$ cat src/hw/ddr3_mode_map.vh
// Constants for the DDR3 mode-register and burst-order block.
// Assumes a single 20 MHz clock and a synchronous active-high reset.
// Function
// - A3 picks sequential or interleaved order
// - A1:A0 pick BL8, on-the-fly or BC4
// - On-the-fly: A12 per command picks BC4/BL8
// - Sequential: low two bits wrap within half
// - Interleaved: beat index is start XOR count
// - BC4 read: four beats, then drivers off
// - Writes ignore start bits except A2 on BC4
// - Fixed BC4 write starts internally two clocks early when WL is over 2
// - DLL reset bit clears itself after reset
// - A12 selects slow or fast power-down exit
// - All low, BA0 high loads MR1
// - DLL off in self-refresh, on at exit
// - A1 and A5 choose driver impedance
// - Commands held for additive latency
// - MR1 A12 disconnects the data drivers
// - All low including bank bits loads MR0
`ifndef DDR3_MODE_MAP_VH
`define DDR3_MODE_MAP_VH
`define BL_FIXED8 2'h0
`define BL_OTF 2'h1
`define BL_FIXED4 2'h2
`define MR0_BL_LSB 0
`define MR0_BT_BIT 3
`define MR0_CL_LSB 4
`define MR0_CL_BIT0 2
`define MR0_DLLRST_BIT 8
`define MR0_WR_LSB 9
`define MR0_PPD_BIT 12
`define MR1_DLLDIS_BIT 0
`define MR1_DIC0_BIT 1
`define MR1_DIC1_BIT 5
`define MR1_RTT0_BIT 2
`define MR1_RTT1_BIT 6
`define MR1_RTT2_BIT 9
`define MR1_AL_LSB 3
`define MR1_WLEV_BIT 7
`define MR1_QOFF_BIT 12
`define MR0_RESET 13'h0000
`define MR1_RESET 13'h0000
`define BC4_WR_EARLY 4'h2
`define DLL_RESET_CYCLES 8'h04
`define LAT_MAX 5'h1F
`endif

$ cat src/hw/beat_order.v
// Column index of one beat of a burst from start bits and type.
// Pure combinational; used by the burst sequencer.
`timescale 1ns/10ps
module beat_order
(
   // Burst setup
   input wire [2:0] start_i,
   input wire interleave_i,
   // Beat number
   input wire [2:0] beat_i,
   // Column index
   output wire [2:0] col_o
);
   wire [1:0] seq_low;
   assign seq_low = start_i[1:0] + beat_i[1:0];
   assign col_o = interleave_i ? (start_i ^ beat_i)
                  : {start_i[2] ^ beat_i[2], seq_low};
endmodule

$ cat src/hw/ddr3_mode_burst.v
// DDR3 mode registers MR0/MR1 and burst beat sequencing.
// Assumes command pins arrive on the same clock as plain ports; decoded here after two sync stages.
`timescale 1ns/10ps
`include "ddr3_mode_map.vh"
module ddr3_mode_burst
(
   // Clock and reset
   input wire sys_clk_i,
   input wire reset_i,
   // Command pins, sampled on this clock
   input wire cs_n_i,
   input wire ras_n_i,
   input wire cas_n_i,
   input wire we_n_i,
   input wire [2:0] ba_i,
   input wire [12:0] addr_i,
   // Power state requests
   input wire self_refresh_i,
   input wire pd_precharge_i,
   // Latency settings from MR2
   input wire [3:0] cwl_i,
   // Decoded mode fields
   output reg [2:0] cas_lat_o,
   output reg [2:0] wr_rec_o,
   output reg fast_exit_o,
   output reg [1:0] drive_sel_o,
   output reg [2:0] rtt_nom_o,
   output reg write_level_o,
   output reg dll_on_o,
   output reg dll_reset_o,
   output reg write_early_o,
   // Burst stream
   output reg beat_valid_o,
   output reg beat_write_o,
   output reg [2:0] beat_col_o,
   output reg beat_care_o,
   output reg dq_oe_o,
   output reg [4:0] read_lat_o,
   output reg [4:0] write_lat_o
);
   localparam ST_IDLE = 2'h0;
   localparam ST_WAIT = 2'h1;
   localparam ST_BURST = 2'h2;

   reg cs_n_s1_r, cs_n_s2_r;
   reg [2:0] ctl_s1_r, ctl_s2_r;
   reg [2:0] ba_s1_r, ba_s2_r;
   reg [12:0] addr_s1_r, addr_s2_r;
   reg [1:0] pw_s1_r, pw_s2_r;
   reg [12:0] mr0_r;
   reg [12:0] mr1_r;
   reg [7:0] dll_cnt_r;
   reg [1:0] state_r;
   reg [4:0] wait_r;
   reg [2:0] beat_r;
   reg [2:0] start_r;
   reg is_write_r;
   reg chop_r;
   wire cmd_sel;
   wire mrs_cmd;
   wire rd_cmd;
   wire wr_cmd;
   wire chop_cmd;
   wire [2:0] col;
   wire [4:0] al_cyc;
   wire [4:0] rl;
   wire [4:0] wl;
   wire [2:0] ordered_start;
   wire in_sr;

   // Pin synchronisers
   always @(posedge sys_clk_i)
   begin
      if (reset_i)
      begin
         cs_n_s1_r <= 1'b1;
         cs_n_s2_r <= 1'b1;
         ctl_s1_r <= 3'h7;
         ctl_s2_r <= 3'h7;
         ba_s1_r <= 3'h0;
         ba_s2_r <= 3'h0;
         addr_s1_r <= 13'h0000;
         addr_s2_r <= 13'h0000;
         pw_s1_r <= 2'h0;
         pw_s2_r <= 2'h0;
      end
      else
      begin
         cs_n_s1_r <= cs_n_i;
         cs_n_s2_r <= cs_n_s1_r;
         ctl_s1_r <= {ras_n_i, cas_n_i, we_n_i};
         ctl_s2_r <= ctl_s1_r;
         ba_s1_r <= ba_i;
         ba_s2_r <= ba_s1_r;
         addr_s1_r <= addr_i;
         addr_s2_r <= addr_s1_r;
         pw_s1_r <= {self_refresh_i, pd_precharge_i};
         pw_s2_r <= pw_s1_r;
      end
   end

   assign cmd_sel = ~cs_n_s2_r;
   assign mrs_cmd = cmd_sel && (ctl_s2_r == 3'h0);
   assign rd_cmd = cmd_sel && (ctl_s2_r == 3'h5);
   assign wr_cmd = cmd_sel && (ctl_s2_r == 3'h4);
   assign in_sr = pw_s2_r[1];

   // Burst length per command
   assign chop_cmd = (mr0_r[1:0] == `BL_FIXED4) ? 1'b1
                     : (mr0_r[1:0] == `BL_OTF) ? ~addr_s2_r[12]
                     : 1'b0;

   // Additive latency: 0, CL-1, CL-2
   assign al_cyc = (mr1_r[4:3] == 2'h1) ? {2'h0, cas_lat_o} - 5'h01
                   : (mr1_r[4:3] == 2'h2) ? {2'h0, cas_lat_o} - 5'h02 : 5'h00;
   assign rl = al_cyc + {2'h0, cas_lat_o};
   assign wl = al_cyc + {1'b0, cwl_i};

   // Write start bits: BC4 keeps only A2, BL8 none
   assign ordered_start = (wr_cmd && chop_cmd) ? {addr_s2_r[2], 2'h0}
                          : wr_cmd ? 3'h0 : addr_s2_r[2:0];

   // Mode registers
   always @(posedge sys_clk_i)
   begin
      if (reset_i)
      begin
         mr0_r <= `MR0_RESET;
         mr1_r <= `MR1_RESET;
         dll_cnt_r <= 8'h00;
      end
      else
      begin
         if (mrs_cmd && ba_s2_r == 3'h0)
         begin
            mr0_r <= addr_s2_r;
            if (addr_s2_r[`MR0_DLLRST_BIT])
               dll_cnt_r <= `DLL_RESET_CYCLES;
         end
         else if (dll_cnt_r == 8'h01)
         begin
            mr0_r[`MR0_DLLRST_BIT] <= 1'b0;
            dll_cnt_r <= 8'h00;
         end
         else if (dll_cnt_r != 8'h00)
            dll_cnt_r <= dll_cnt_r - 8'h01;
         if (mrs_cmd && ba_s2_r == 3'h1)
            mr1_r <= addr_s2_r;
      end
   end

   // Decoded fields to ports
   always @(posedge sys_clk_i)
   begin
      if (reset_i)
      begin
         cas_lat_o <= 3'h0;
         wr_rec_o <= 3'h0;
         fast_exit_o <= 1'b0;
         drive_sel_o <= 2'h0;
         rtt_nom_o <= 3'h0;
         write_level_o <= 1'b0;
         dll_on_o <= 1'b0;
         dll_reset_o <= 1'b0;
         write_early_o <= 1'b0;
         read_lat_o <= 5'h00;
         write_lat_o <= 5'h00;
      end
      else
      begin
         cas_lat_o <= mr0_r[`MR0_CL_LSB+2:`MR0_CL_LSB];
         wr_rec_o <= mr0_r[`MR0_WR_LSB+2:`MR0_WR_LSB];
         fast_exit_o <= mr0_r[`MR0_PPD_BIT];
         drive_sel_o <= {mr1_r[`MR1_DIC1_BIT], mr1_r[`MR1_DIC0_BIT]};
         rtt_nom_o <= {mr1_r[`MR1_RTT2_BIT], mr1_r[`MR1_RTT1_BIT], mr1_r[`MR1_RTT0_BIT]};
         write_level_o <= mr1_r[`MR1_WLEV_BIT];
         // DLL off in self-refresh or frozen in slow-exit power-down
         dll_on_o <= ~mr1_r[`MR1_DLLDIS_BIT] && ~in_sr
                     && ~(pw_s2_r[0] && ~mr0_r[`MR0_PPD_BIT]);
         dll_reset_o <= mr0_r[`MR0_DLLRST_BIT];
         write_early_o <= (mr0_r[1:0] == `BL_FIXED4);
         read_lat_o <= rl;
         write_lat_o <= wl;
      end
   end

   beat_order u_order
   (
      .start_i(start_r),
      .interleave_i(mr0_r[`MR0_BT_BIT]),
      .beat_i(beat_r),
      .col_o(col)
   );

   // Burst sequencer
   always @(posedge sys_clk_i)
   begin
      if (reset_i)
      begin
         state_r <= ST_IDLE;
         wait_r <= 5'h00;
         beat_r <= 3'h0;
         start_r <= 3'h0;
         is_write_r <= 1'b0;
         chop_r <= 1'b0;
         beat_valid_o <= 1'b0;
         beat_write_o <= 1'b0;
         beat_col_o <= 3'h0;
         beat_care_o <= 1'b0;
         dq_oe_o <= 1'b0;
      end
      else
      begin
         beat_valid_o <= 1'b0;
         dq_oe_o <= 1'b0;
         case (state_r)
            ST_IDLE:
            begin
               beat_r <= 3'h0;
               if (rd_cmd || wr_cmd)
               begin
                  start_r <= ordered_start;
                  is_write_r <= wr_cmd;
                  chop_r <= chop_cmd;
                  // Held for AL, then CL or CWL; BC4 fixed writes pulled in
                  if (wr_cmd && mr0_r[1:0] == `BL_FIXED4 && wl > {1'b0, `BC4_WR_EARLY})
                     wait_r <= wl - {1'b0, `BC4_WR_EARLY};
                  else
                     wait_r <= wr_cmd ? wl : rl;
                  state_r <= ST_WAIT;
               end
            end
            ST_WAIT:
            begin
               if (wait_r <= 5'h01)
                  state_r <= ST_BURST;
               else
                  wait_r <= wait_r - 5'h01;
            end
            ST_BURST:
            begin
               beat_valid_o <= 1'b1;
               beat_write_o <= is_write_r;
               beat_col_o <= col;
               beat_care_o <= ~(chop_r && beat_r[2]);
               // Read drivers only on live beats, off when outputs disabled
               dq_oe_o <= ~is_write_r && ~(chop_r && beat_r[2])
                          && ~mr1_r[`MR1_QOFF_BIT];
               beat_r <= beat_r + 3'h1;
               if (beat_r == 3'h7)
                  state_r <= ST_IDLE;
            end
            default:
               state_r <= ST_IDLE;
         endcase
      end
   end
endmodule

$ cat config.mk
export PLATFORM = sky130hd
export DESIGN_NAME = ddr3_mode_burst
export DESIGN_NICKNAME = d
export VERILOG_FILES = /design/src/hw/beat_order.v /design/src/hw/ddr3_mode_burst.v
export VERILOG_INCLUDE_DIRS = /design/src /design/src/hw
export SDC_FILE = /design/constraint.sdc
export NUM_CORES = 1
export LEC_CHECK = 0
export BUFFER_PORTS_ARGS = -buffer_cell sky130_fd_sc_hd__buf_2
export CAP_MARGIN = 20
export CORE_MARGIN = 5
export CORE_UTILIZATION = 40
export CTS_CLUSTER_DIAMETER = 150
export CTS_CLUSTER_SIZE = 24
export DETAILED_ROUTE_END_ITERATION = 6
export PLACE_DENSITY_LB_ADDON = 0.08
export SYNTH_ARGS = -nofsm -noshare
export SYNTH_HDL_FRONTEND = slang
export SYNTH_SLANG_ARGS = --single-unit
$ cat constraint.sdc
create_clock -name sys_clk_i -period 4.65 [get_ports sys_clk_i]
set_input_delay 0.2325 -clock sys_clk_i [delete_from_list [all_inputs] [get_ports sys_clk_i]]
set_output_delay 0.2325 -clock sys_clk_i [all_outputs]
set_load 0.005 [all_outputs]
# After elaboration in Yosys (flattened, before gate mapping)
# Cells that the tools add are included.
[op_classes]
addsub = 9
n_lt_le_gt_ge = 2
eq_ne = 16
mux = 24
bitwise_logic = 12
reduce_logical = 28
[ops]
columns = ["op", "count"]
rows = [
  ["8-bit 2-to-1 mux", 4],
  ["5-bit 2-to-1 mux", 6],
  ["1-bit logical AND", 14],
  ["2-bit inequality test (second input constant)", 5],
  ["1-bit NOT", 10],
  ["5-bit one-hot mux with 2 select lines", 1],
  ["3-bit == test (second input constant)", 3],
  ["3-bit 2-to-1 mux", 3],
  ["8-bit by 1-bit == test with 1-bit output (second input constant)", 1],
  ["8-bit nonzero test", 1],
  ["8-bit by 1-bit subtractor with 8-bit output (second input constant)", 1],
  ["2-bit by 1-bit == test with 1-bit output (second input constant)", 3],
  ["2-bit == test (second input constant)", 3],
  ["3-bit logical NOT", 2],
  ["2-bit 2-to-1 mux", 3],
  ["2-bit one-hot mux with 3 select lines", 1],
  ["3-bit one-hot mux with 2 select lines", 1],
  ["3-bit AND reduction", 2],
  ["2-bit nonzero test", 3],
  ["5-bit by 3-bit adder with 5-bit output", 1],
  ["5-bit by 4-bit adder with 5-bit output", 1],
  ["5-bit by 2-bit > comparator with 1-bit output (second input constant)", 1],
  ["5-bit by 1-bit <= comparator with 1-bit output (second input constant)", 1],
  ["1-bit 2-to-1 mux", 5],
  ["other kinds (14)", 15],
]
[totals]
register_bits = 126
wordCells = 127

# Logic depth before layout (Yosys ltp)
# Gate-level depths: netlist of the first run.
[logic_depth]
depth_word = 9
mapped_depth = 13
ltp_nobuf = 13

# Modules after synthesis
# Synthesis of the first run repeated with hierarchy kept, for this count alone.
[hier_totals]
hier_cells = 457
hier_area_um2 = 4518.1
[modules_own_cells]
columns = ["mod", "instances", "cells_each", "area_per_inst_um2"]
rows = [
  ["ddr3_mode_burst", 1, 451, 4469.3],
  ["beat_order", 1, 6, 48.8],
]

# Worst setup path after synthesis of the first run
# OpenSTA, ideal clock, no wires.
[synth_timing]
path_type = "reg-to-reg"
startpoint = "reg cas_lat_o[1]"
endpoint = "reg wait_r[4]"
setup_time_ns = 0.075
t_arrival_ns = 2.858
required_ns = 4.575
path_slack_ns = 1.717
stages_incl_launch_ff = 13
period_less_slack_ns = 2.933
path_cell_list = "dfxtp_1 -> inv_1 -> ha_1 -> o22ai_1 -> fa_1 -> xor2_1 -> inv_1 -> ha_1 -> or4_1 -> a21o_1 -> mux2i_1 -> a211oi_1 -> o22ai_1"
[synth_between]
elab_chain_len = 9
[synth_rtl]
columns = ["item", "line", "rtl"]
rows = [
  ["start: declaration", "ddr3_mode_burst.v:23", "output reg [2:0] cas_lat_o,"],
  ["start signal: assignment", "ddr3_mode_burst.v:171", "cas_lat_o <= mr0_r[`MR0_CL_LSB+2:`MR0_CL_LSB];"],
  ["3-bit by 2-bit subtractor with 4-bit output", "ddr3_mode_burst.v:115", ": (mr1_r[4:3] == 2'h2) ? {2'h0, cas_lat_o} - 5'h02 : 5'h00;"],
  ["5-bit 2-to-1 mux", "ddr3_mode_burst.v:115", ""],
  ["5-bit 2-to-1 mux", "ddr3_mode_burst.v:114", "assign al_cyc = (mr1_r[4:3] == 2'h1) ? {2'h0, cas_lat_o} - 5'h01"],
  ["5-bit by 4-bit adder with 5-bit output", "ddr3_mode_burst.v:117", "assign wl = al_cyc + {1'b0, cwl_i};"],
  ["5-bit by 2-bit > comparator with 1-bit output", "ddr3_mode_burst.v:226", "if (wr_cmd && mr0_r[1:0] == `BL_FIXED4 && wl > {1'b0, `BC4_WR_EARLY})"],
  ["1-bit logical AND", "ddr3_mode_burst.v:226", ""],
  ["5-bit 2-to-1 mux (*)", "ddr3_mode_burst.v:226", ""],
  ["5-bit 2-to-1 mux (*)", "ddr3_mode_burst.v:220", "if (rd_cmd || wr_cmd)"],
  ["5-bit one-hot mux with 2 select lines (*)", "ddr3_mode_burst.v:216", "case (state_r)"],
  ["end signal: assignment", "ddr3_mode_burst.v:227", "wait_r <= wl - {1'b0, `BC4_WR_EARLY};"],
  ["end signal: assignment", "ddr3_mode_burst.v:229", "wait_r <= wr_cmd ? wl : rl;"],
  ["end signal: assignment", "ddr3_mode_burst.v:238", "wait_r <= wait_r - 5'h01;"],
  ["end: declaration", "ddr3_mode_burst.v:54", "reg [4:0] wait_r;"],
]
# Every way passes the cells marked *; elsewhere a longest branch is shown, timed or not. The select of a mux whose other input is x is not followed.
# A chain may end at the register's enable or synchronous reset.

# Final worst setup path of the first run
# Ends and elaborated chain as after synthesis.

==> results of run 1 <==
cells by family after synthesis:
group / Yosys count
AOI/OAI and AO/OA: 70
xor gates and xnor gates: 14
adders and majority gates: 20
buffers and inverters: 35
DFF: 121
muxes: 13
and+or+nand+nor: 197
worst register-to-register path, cell delays in order (launching register included):
cell	delay, ns
dfxtp_1	0.37
inv_1	0.11
ha_1	0.28
o22ai_1	0.36
fa_1	0.31
xor2_1	0.25
inv_1	0.14
ha_1	0.24
or4_1	0.54
a21o_1	0.17
mux2i_1	0.20
a211oi_1	0.11
o22ai_1	0.20
area by class of cell:
class / count / area share [%]
sequential: 121 / 42.96
multi-input combinational: 314 / 35.75
clock buffer: 19 / 7.856
timing repair buffer: 67 / 6.480
tap: 143 / 3.174
clock inverter: 13 / 2.707
inverter: 16 / 1.065
cells in the final DEF (no fill, tap or decap), drive strengths merged, types with 6 or more instances in the layout:
cell type / synthesis / layout
dfxtp: 121 / 121
buf: 4 / 63
nor2b: 54 / 54
nor2: 50 / 50
nand2: 39 / 39
a21oi: 28 / 28
clkbuf: 15 / 19
ha: 18 / 18
inv: 16 / 16
xnor2: 11 / 11
mux2i: 11 / 11
or2: 10 / 10
nor3: 8 / 8
o21ai: 8 / 8
nand3: 7 / 7
nand2b: 6 / 6
a21o: 6 / 6
or3: 6 / 6
what timing repair did:
| action | in CTS | in global routing |
|---|---|---|
| setup endpoints to repair | 0 | 0 |
| hold buffers | 4 | 0 |
| buffers inserted | 0 | 0 |
| gates resized for setup | 0 | 0 |
| endpoints found under the hold margin | 4 | 0 |
worst min path at each step:
| stage | start | endpoint | slack (ns) | cells past startpoint |
|---|---|---|---|---|
| global placement | ctl_s1_r[2]$_SDFF_PP1_ | ctl_s2_r[2]$_SDFF_PP1_ | 0.39 | 1 |
| global route | ba_i[0] | ba_s1_r[0]$_SDFF_PP0_ | 0.03 | 2 |
| CTS | addr_i[7] | addr_s1_r[7]$_SDFF_PP0_ | 0.02 | 2 |
| detailed placement | ctl_s1_r[2]$_SDFF_PP1_ | ctl_s2_r[2]$_SDFF_PP1_ | 0.39 | 1 |
| floorplan | cs_n_i | cs_n_s1_r$_SDFF_PP1_ | 0.34 | 1 |
| finish | addr_i[7] | addr_s1_r[7]$_SDFF_PP0_ | 0.03 | 2 |
metrics by stage:
stage | cells | power (mW) | cell area [um^2]
3_5_place_dp | 657 | 1.472 | 5002
5_1_grt | 693 | 2.887 | 5638
2_1_floorplan | 470 | 1.404 | 4572
3_3_place_gp | 657 | 1.466 | 5002
6_report | 693 | 2.759 | 5638
4_1_cts | 693 | 2.794 | 5638
state kept, by name, summed over array words and instances (netlist names), 2 cells and up:
register / cells
ctl_s2_r: 3
addr_s2_r: 13
wait_r: 5
drive_sel_o: 2
mr1_r: 10
mr0_r: 11
addr_s1_r: 13
ctl_s1_r: 3
ba_s2_r: 3
beat_r: 3
beat_col_o: 3
pw_s1_r: 2
wr_rec_o: 3
pw_s2_r: 2
read_lat_o: 5
dll_cnt_r: 8
start_r: 3
ba_s1_r: 3
write_lat_o: 5
cas_lat_o: 3
state_r: 2
rtt_nom_o: 3
per-layer routing:
metal | routed length [um] | GRT usage [%] | up-vias
met5 | 0 | 0 | -
li1 | - | - | 1708
met1 | 4218 | 17.25 | 1510
met3 | 401 | 4.113 | 15
met2 | 4309 | 23.81 | 60
met4 | 172 | 7.339 | 0
where the power goes:
group / leakage (nW) / switching, mW / total [mW] / internal [mW]
registers: 0.988 / 0.0392 / 1.13 / 1.09
logic: 1.18 / 0.176 / 0.327 / 0.152
clock network: 0.281 / 0.453 / 1.30 / 0.850
==> flow_metrics.py, run 1 <==
metrics = {
    "synth": {
        "synth.area.mux_share_pct": 2.901,
        "synth_xor_area_share_pct": 2.682,
        "synthAdderAreaFrac_pct": 5.802,
        "ys_top_cells_by_count": "121 x dfxtp_1, 54 x nor2b_1, 50 x nor2_1",
        "yosys-top-cells-area": "dfxtp_1 53%, nor2b_1 7.4%, ha_1 4.9%",
        "synth.distinct_cells": 51,
        "syn-num-nets": 518,
        "synth_area_um2": 4572,
        "postSynthAreaPerCell_um2": 9.727,
        "yosysSeqAreaShare_pct": 52.98,
        "async_reset_ff_share_pct": 0,
        "synth_compound_area_share_pct": 10.51,
        "yosysWarnings": 0,
        "yosys.area.top_type_share_pct": 52.98,
        "ys_seq_elements": 121,
        "synth_top_family_by_area": "simple AND/OR/NAND/NOR gates",
        "synth-simple-area-share_pct": 22.19,
        "synth-edff-count": 0,
        "yosysMostFrequentCell": "dfxtp_1",
        "ys_dominant_reg_cell": "dfxtp_1",
        "syn-instance-count": 470,
        "synth_top_area_cell": "dfxtp_1",
    },
    "critical_path": {
        "reg2reg_from": "cas_lat_o[1]$_SDFF_PP0_",
        "cp.depth": 12,
        "path_max_fanout": 4,
        "crit_path_end_kind": "register",
        "critPathLaunchType": "register",
        "crit_chain": "inv_1 -> ha_1 -> o22ai_1 -> fa_1 -> xor2_1 -> inv_1 -> ha_1 -> or4_1 -> a21o_1 -> mux2i_1 -> a211oi_1 -> o22ai_1",
        "crit_buf_inv": 2,
        "cpPeakStageDelay_ns": 0.54,
        "reg2reg_slack_ns": 1.30,
        "cp_slowest_cell": "or4_1",
        "critical_path_class": "register to register",
        "critical_path.top_delay_family": "compound AO/OA/AOI/OAI gates",
        "arrival_ns": 3.68,
        "r2r_cells": 12,
        "r2r_end": "wait_r[4]$_SDFFE_PP0P_",
        "setup.worst_path.start": "cas_lat_o[1]$_SDFF_PP0_",
        "cp.required_ns": 4.98,
        "critPathCapture": "wait_r[4]$_SDFFE_PP0P_",
    },
    "cts": {
        "clk_latency_ns": 0.41,
        "cts_tree": "yes",
        "numCtsBuffers": 17,
        "clock-root-buffer": "clkbuf_16",
        "clock_path_buffers": 2,
        "path_clk_slew_ns": 0.06,
        "cts_htree_levels": 4,
        "cts_sinks": 121,
    },
    "sta": {
        "setup_viol": 0,
        "max_slew_margin_pct": 55.26,
        "hold_ws_ns": 0.03288,
        "finalMaxSlewViolations": 0,
        "layout_min_cycle_time_ns": 3.349,
        "worstMarginPinSlew_ns": 0.6695,
        "hold_viol": 0,
        "skew_ns": 0.01184,
        "fin_ws_ns": 1.301,
        "fmax_mhz": 298.6,
        "period_share_pct": 72.01,
        "setup_tns_ns": 0,
        "rsz0062_at_grt": "false",
    },
    "global_routing": {
        "overflow": 0,
        "grt_start_max_net_pins": 69,
        "grt_usage_pct": 14.46,
        "grt_pass1_vias": 3194,
        "grt_pass1_wl_um": 15260,
        "antenna_found_initial": 0,
    },
    "route": {
        "routed_wl_um": 9102,
        "via_per_inst": 4.752,
        "wl_per_cell_um": 13.13,
        "antenna_left": 0,
        "firstDrtPassIters": 6,
        "dr.first_iter.drc_count": 135,
        "route.detailed.drc": 0,
        "num_vias": 3293,
    },
    "floorplan": {
        "initial_utilization_pct": 40.38,
        "dieWidth_um": 116.9,
        "die_area_um2": 13670,
        "rows": 39,
        "die_y_um": 116.9,
        "pin_count": 61,
        "core_area_um2": 11320,
    },
    "place": {
        "io_buffer_count": 60,
        "dp_hpwl_um": 6170,
        "globalplace.congestion": 0.8597,
        "pre_cts_ws_ns": 1.362,
    },
    "layout": {
        "seqCellArea_um2": 2422,
        "n_fill_cell": 1078,
        "final_core_util_pct": 49.80,
        "nets": 585,
        "areaGrowthSynthToFinish_pct": 23.32,
        "drive_gt1_share_pct": 20.36,
        "multi_input_area_um2": 2016,
        "antenna_cells": 0,
    },
    "power_and_ir_drop": {
        "powerDensity_nw_per_um2": 489.4,
        "p_leak_nw": 2.452,
        "ir_drop_v": 0.0002222,
    },
    "hold_path": {
        "hold_class": "input port to register",
    },
    "status": {
        "status": "finished, final reports clean",
    },
    "flow_run": {
        "maxCapViolCount": 0,
    },
}
Power figures use the tool's default switching activity.
==> inputs of run 2 (changes only) <==
==> constraint.sdc (replaced) <==
create_clock -name sys_clk_i -period 3.5 [get_ports sys_clk_i]
set_input_delay 0.175 -clock sys_clk_i [delete_from_list [all_inputs] [get_ports sys_clk_i]]
set_output_delay 0.175 -clock sys_clk_i [all_outputs]
set_load 0.005 [all_outputs]
==> run 2 against run 1 <==
Compared with the run above: final cell count is 2.6% higher; design area is 3.6% higher; core utilization is 1.8 points higher; flip-flop and latch count stayed put; worst hold slack worse by 0.014 ns; non-clock buffer count is 18 higher; clock skew is 0.0028 ns lower; global-route usage is 0.20 points higher; combinational power is 35% higher; sequential power is 33% higher; setup slack worse by 1.1 ns; critical path type unchanged; highest routed layer unchanged.
==> flow_metrics.py, run 2 (same netlist as run 1, synthesis figures left out) <==
metrics = {
    "cts": {
        "clock-root-buffer": "clkbuf_16",
        "cts_htree_levels": 4,
        "cts_sinks": 121,
        "cts_tree": "yes",
        "numCtsBuffers": 17,
        "post_cts_buffers": 0,
        "clk_latency_ns": 0.40,
        "path_clk_slew_ns": 0.05,
        "clock_path_buffers": 2,
    },
    "critical_path": {
        "cp_slowest_cell": "or4_1",
        "critPathLaunchType": "register",
        "cp.required_ns": 3.82,
        "reg2reg_slack_ns": 0.23,
        "cpPeakStageDelay_ns": 0.52,
        "path_max_fanout": 5,
        "critical_path_class": "register to register",
        "r2r_end": "wait_r[4]$_SDFFE_PP0P_",
        "arrival_ns": 3.59,
        "crit_path_end_kind": "register",
        "reg2reg_from": "mr1_r[3]$_SDFFE_PP0P_",
        "r2r_cells": 12,
        "crit_chain": "and2b_1 -> a21o_1 -> ha_1 -> fa_1 -> xor2_2 -> inv_1 -> ha_1 -> or4_1 -> a21o_1 -> mux2i_1 -> a211oi_1 -> o22ai_1",
    },
    "sta": {
        "hold_viol": 0,
        "finalMaxSlewViolations": 0,
        "period_share_pct": 93.50,
        "setup_viol": 0,
        "layout_min_cycle_time_ns": 3.272,
        "worstMarginPinSlew_ns": 0.7009,
        "max_slew_margin_pct": 53.16,
        "skew_ns": 0.009007,
        "setup_tns_ns": 0,
        "fmax_mhz": 305.6,
        "rsz0062_at_grt": "false",
    },
    "power_and_ir_drop": {
        "ir_drop_v": 0.0002604,
        "p_leak_nw": 2.543,
        "powerDensity_nw_per_um2": 631.0,
    },
    "layout": {
        "n_fill_cell": 1062,
        "fin_cells": 711,
        "seqCellArea_um2": 2422,
        "nets": 603,
        "multi_input_area_um2": 2029,
        "final_common_cell": "dfxtp_1",
        "areaGrowthSynthToFinish_pct": 27.70,
        "drive_gt1_share_pct": 19.89,
        "final_cell_mix": "121 x dfxtp_1, 59 x buf_2, 54 x nor2b_1",
        "largestRegisters": "addr_s1_r: 13 flops, addr_s2_r: 13 flops, mr0_r: 11 flops",
        "antenna_cells": 0,
    },
    "route": {
        "wl_per_cell_um": 12.83,
        "dr.first_iter.drc_count": 95,
        "routed_wl_um": 9123,
        "num_vias": 3368,
        "via_per_inst": 4.737,
        "firstDrtPassIters": 4,
        "route.detailed.drc": 0,
        "antenna_left": 0,
    },
    "place": {
        "io_buffer_count": 60,
        "dpl.cell_count": 658,
        "dp_hpwl_um": 6218,
        "globalplace.congestion": 0.8768,
    },
    "global_routing": {
        "gr-usage-met3_pct": 4.113,
        "grt_usage_pct": 14.66,
        "grt_use_met1_pct": 17.81,
        "overflow": 0,
        "grt.busiest_layer": "met2",
        "grt_pass1_vias": 3280,
        "grt_start_max_net_pins": 69,
        "gr-usage-met2_pct": 24.42,
        "antenna_found_initial": 0,
        "grt_pass1_wl_um": 15530,
    },
    "floorplan": {
        "core_area_um2": 11320,
        "die_y_um": 116.9,
        "pin_count": 61,
        "rows": 39,
        "initial_utilization_pct": 40.38,
        "dieWidth_um": 116.9,
        "die_area_um2": 13670,
    },
    "hold_path": {
        "hold_path.startpoint": "addr_i[1]",
        "whs_endpoint": "addr_s1_r[1]$_SDFF_PP0_",
        "hold_class": "input port to register",
        "hold_depth": 2,
    },
    "flow_run": {
        "maxCapViolCount": 0,
    },
    "status": {
        "status": "finished, final reports clean",
    },
}
-- run 2: area by class of cell --
type                       count  area share (%)
sequential                   121           41.49
timing repair buffer          85           9.301
tap                          143           3.065
multi-input combinational    314           34.76
clock buffer                  26           8.894
clock inverter                 6           1.457
inverter                      16           1.029
-- run 2: through the flow --
step	hold WS (ns)	instance area (um^2)	power [mW]	worst slack (ns)	util, %
after detailed placement	0.3613	5010	1.955	0.2026	44.25
after global placement	0.3576	5010	1.949	0.4123	44.25
after floorplan	0.2788	4572	1.866	0.5671	-
after global routing	0.01227	5838	3.855	0.03852	51.57
final	0.01916	5838	3.684	0.2276	51.57
after CTS	0.007413	5824	3.730	0.1864	51.45
-- run 2: worst max-delay path: cells and delay by family, from the launching register on --
family	cells	cell delay [ns]
AOI/OAI and AO/OA	4	0.68
DFF	1	0.37
xor gates and xnor gates	1	0.22
and+or+nand+nor	2	0.73
adders and majority gates	3	0.88
muxes	1	0.21
buffers and inverters	1	0.11
-- run 2: layer usage --
| metal | wire length (um) | up-vias |
|---|---|---|
| met5 | 0 | - |
| met4 | 87 | 0 |
| met3 | 370 | 6 |
| met2 | 4446 | 59 |
| met1 | 4219 | 1552 |
| li1 | - | 1751 |
-- run 2: worst max path at each step --
stage                                  startpoint                      to  cells past startpoint
after floorplan           cas_lat_o[1]$_SDFF_PP0_  wait_r[4]$_SDFFE_PP0P_                     12
after CTS                 cas_lat_o[1]$_SDFF_PP0_  wait_r[4]$_SDFFE_PP0P_                     12
after global routing        mr1_r[3]$_SDFFE_PP0P_  wait_r[4]$_SDFFE_PP0P_                     12
final                       mr1_r[3]$_SDFFE_PP0P_  wait_r[4]$_SDFFE_PP0P_                     12
after detailed placement  cas_lat_o[1]$_SDFF_PP0_  wait_r[4]$_SDFFE_PP0P_                     12
after global placement      mr1_r[3]$_SDFFE_PP0P_  wait_r[4]$_SDFFE_PP0P_                     12
-- run 2: where the power goes --
part           total (mW)  leakage [nW]  internal (mW)  switching, mW
logic               0.443          1.26          0.213          0.230
registers            1.50         0.988           1.45         0.0506
clock network        1.74         0.293           1.16          0.582
total                3.68          2.54           2.82          0.862
-- run 2: timing repair --
| action | in CTS | in global routing |
|---|---|---|
| hold endpoints to repair | 21 | 0 |
| endpoints found under the setup margin | 0 | 1 |
| gates resized for setup | 0 | 2 |
| hold buffers | 21 | 0 |
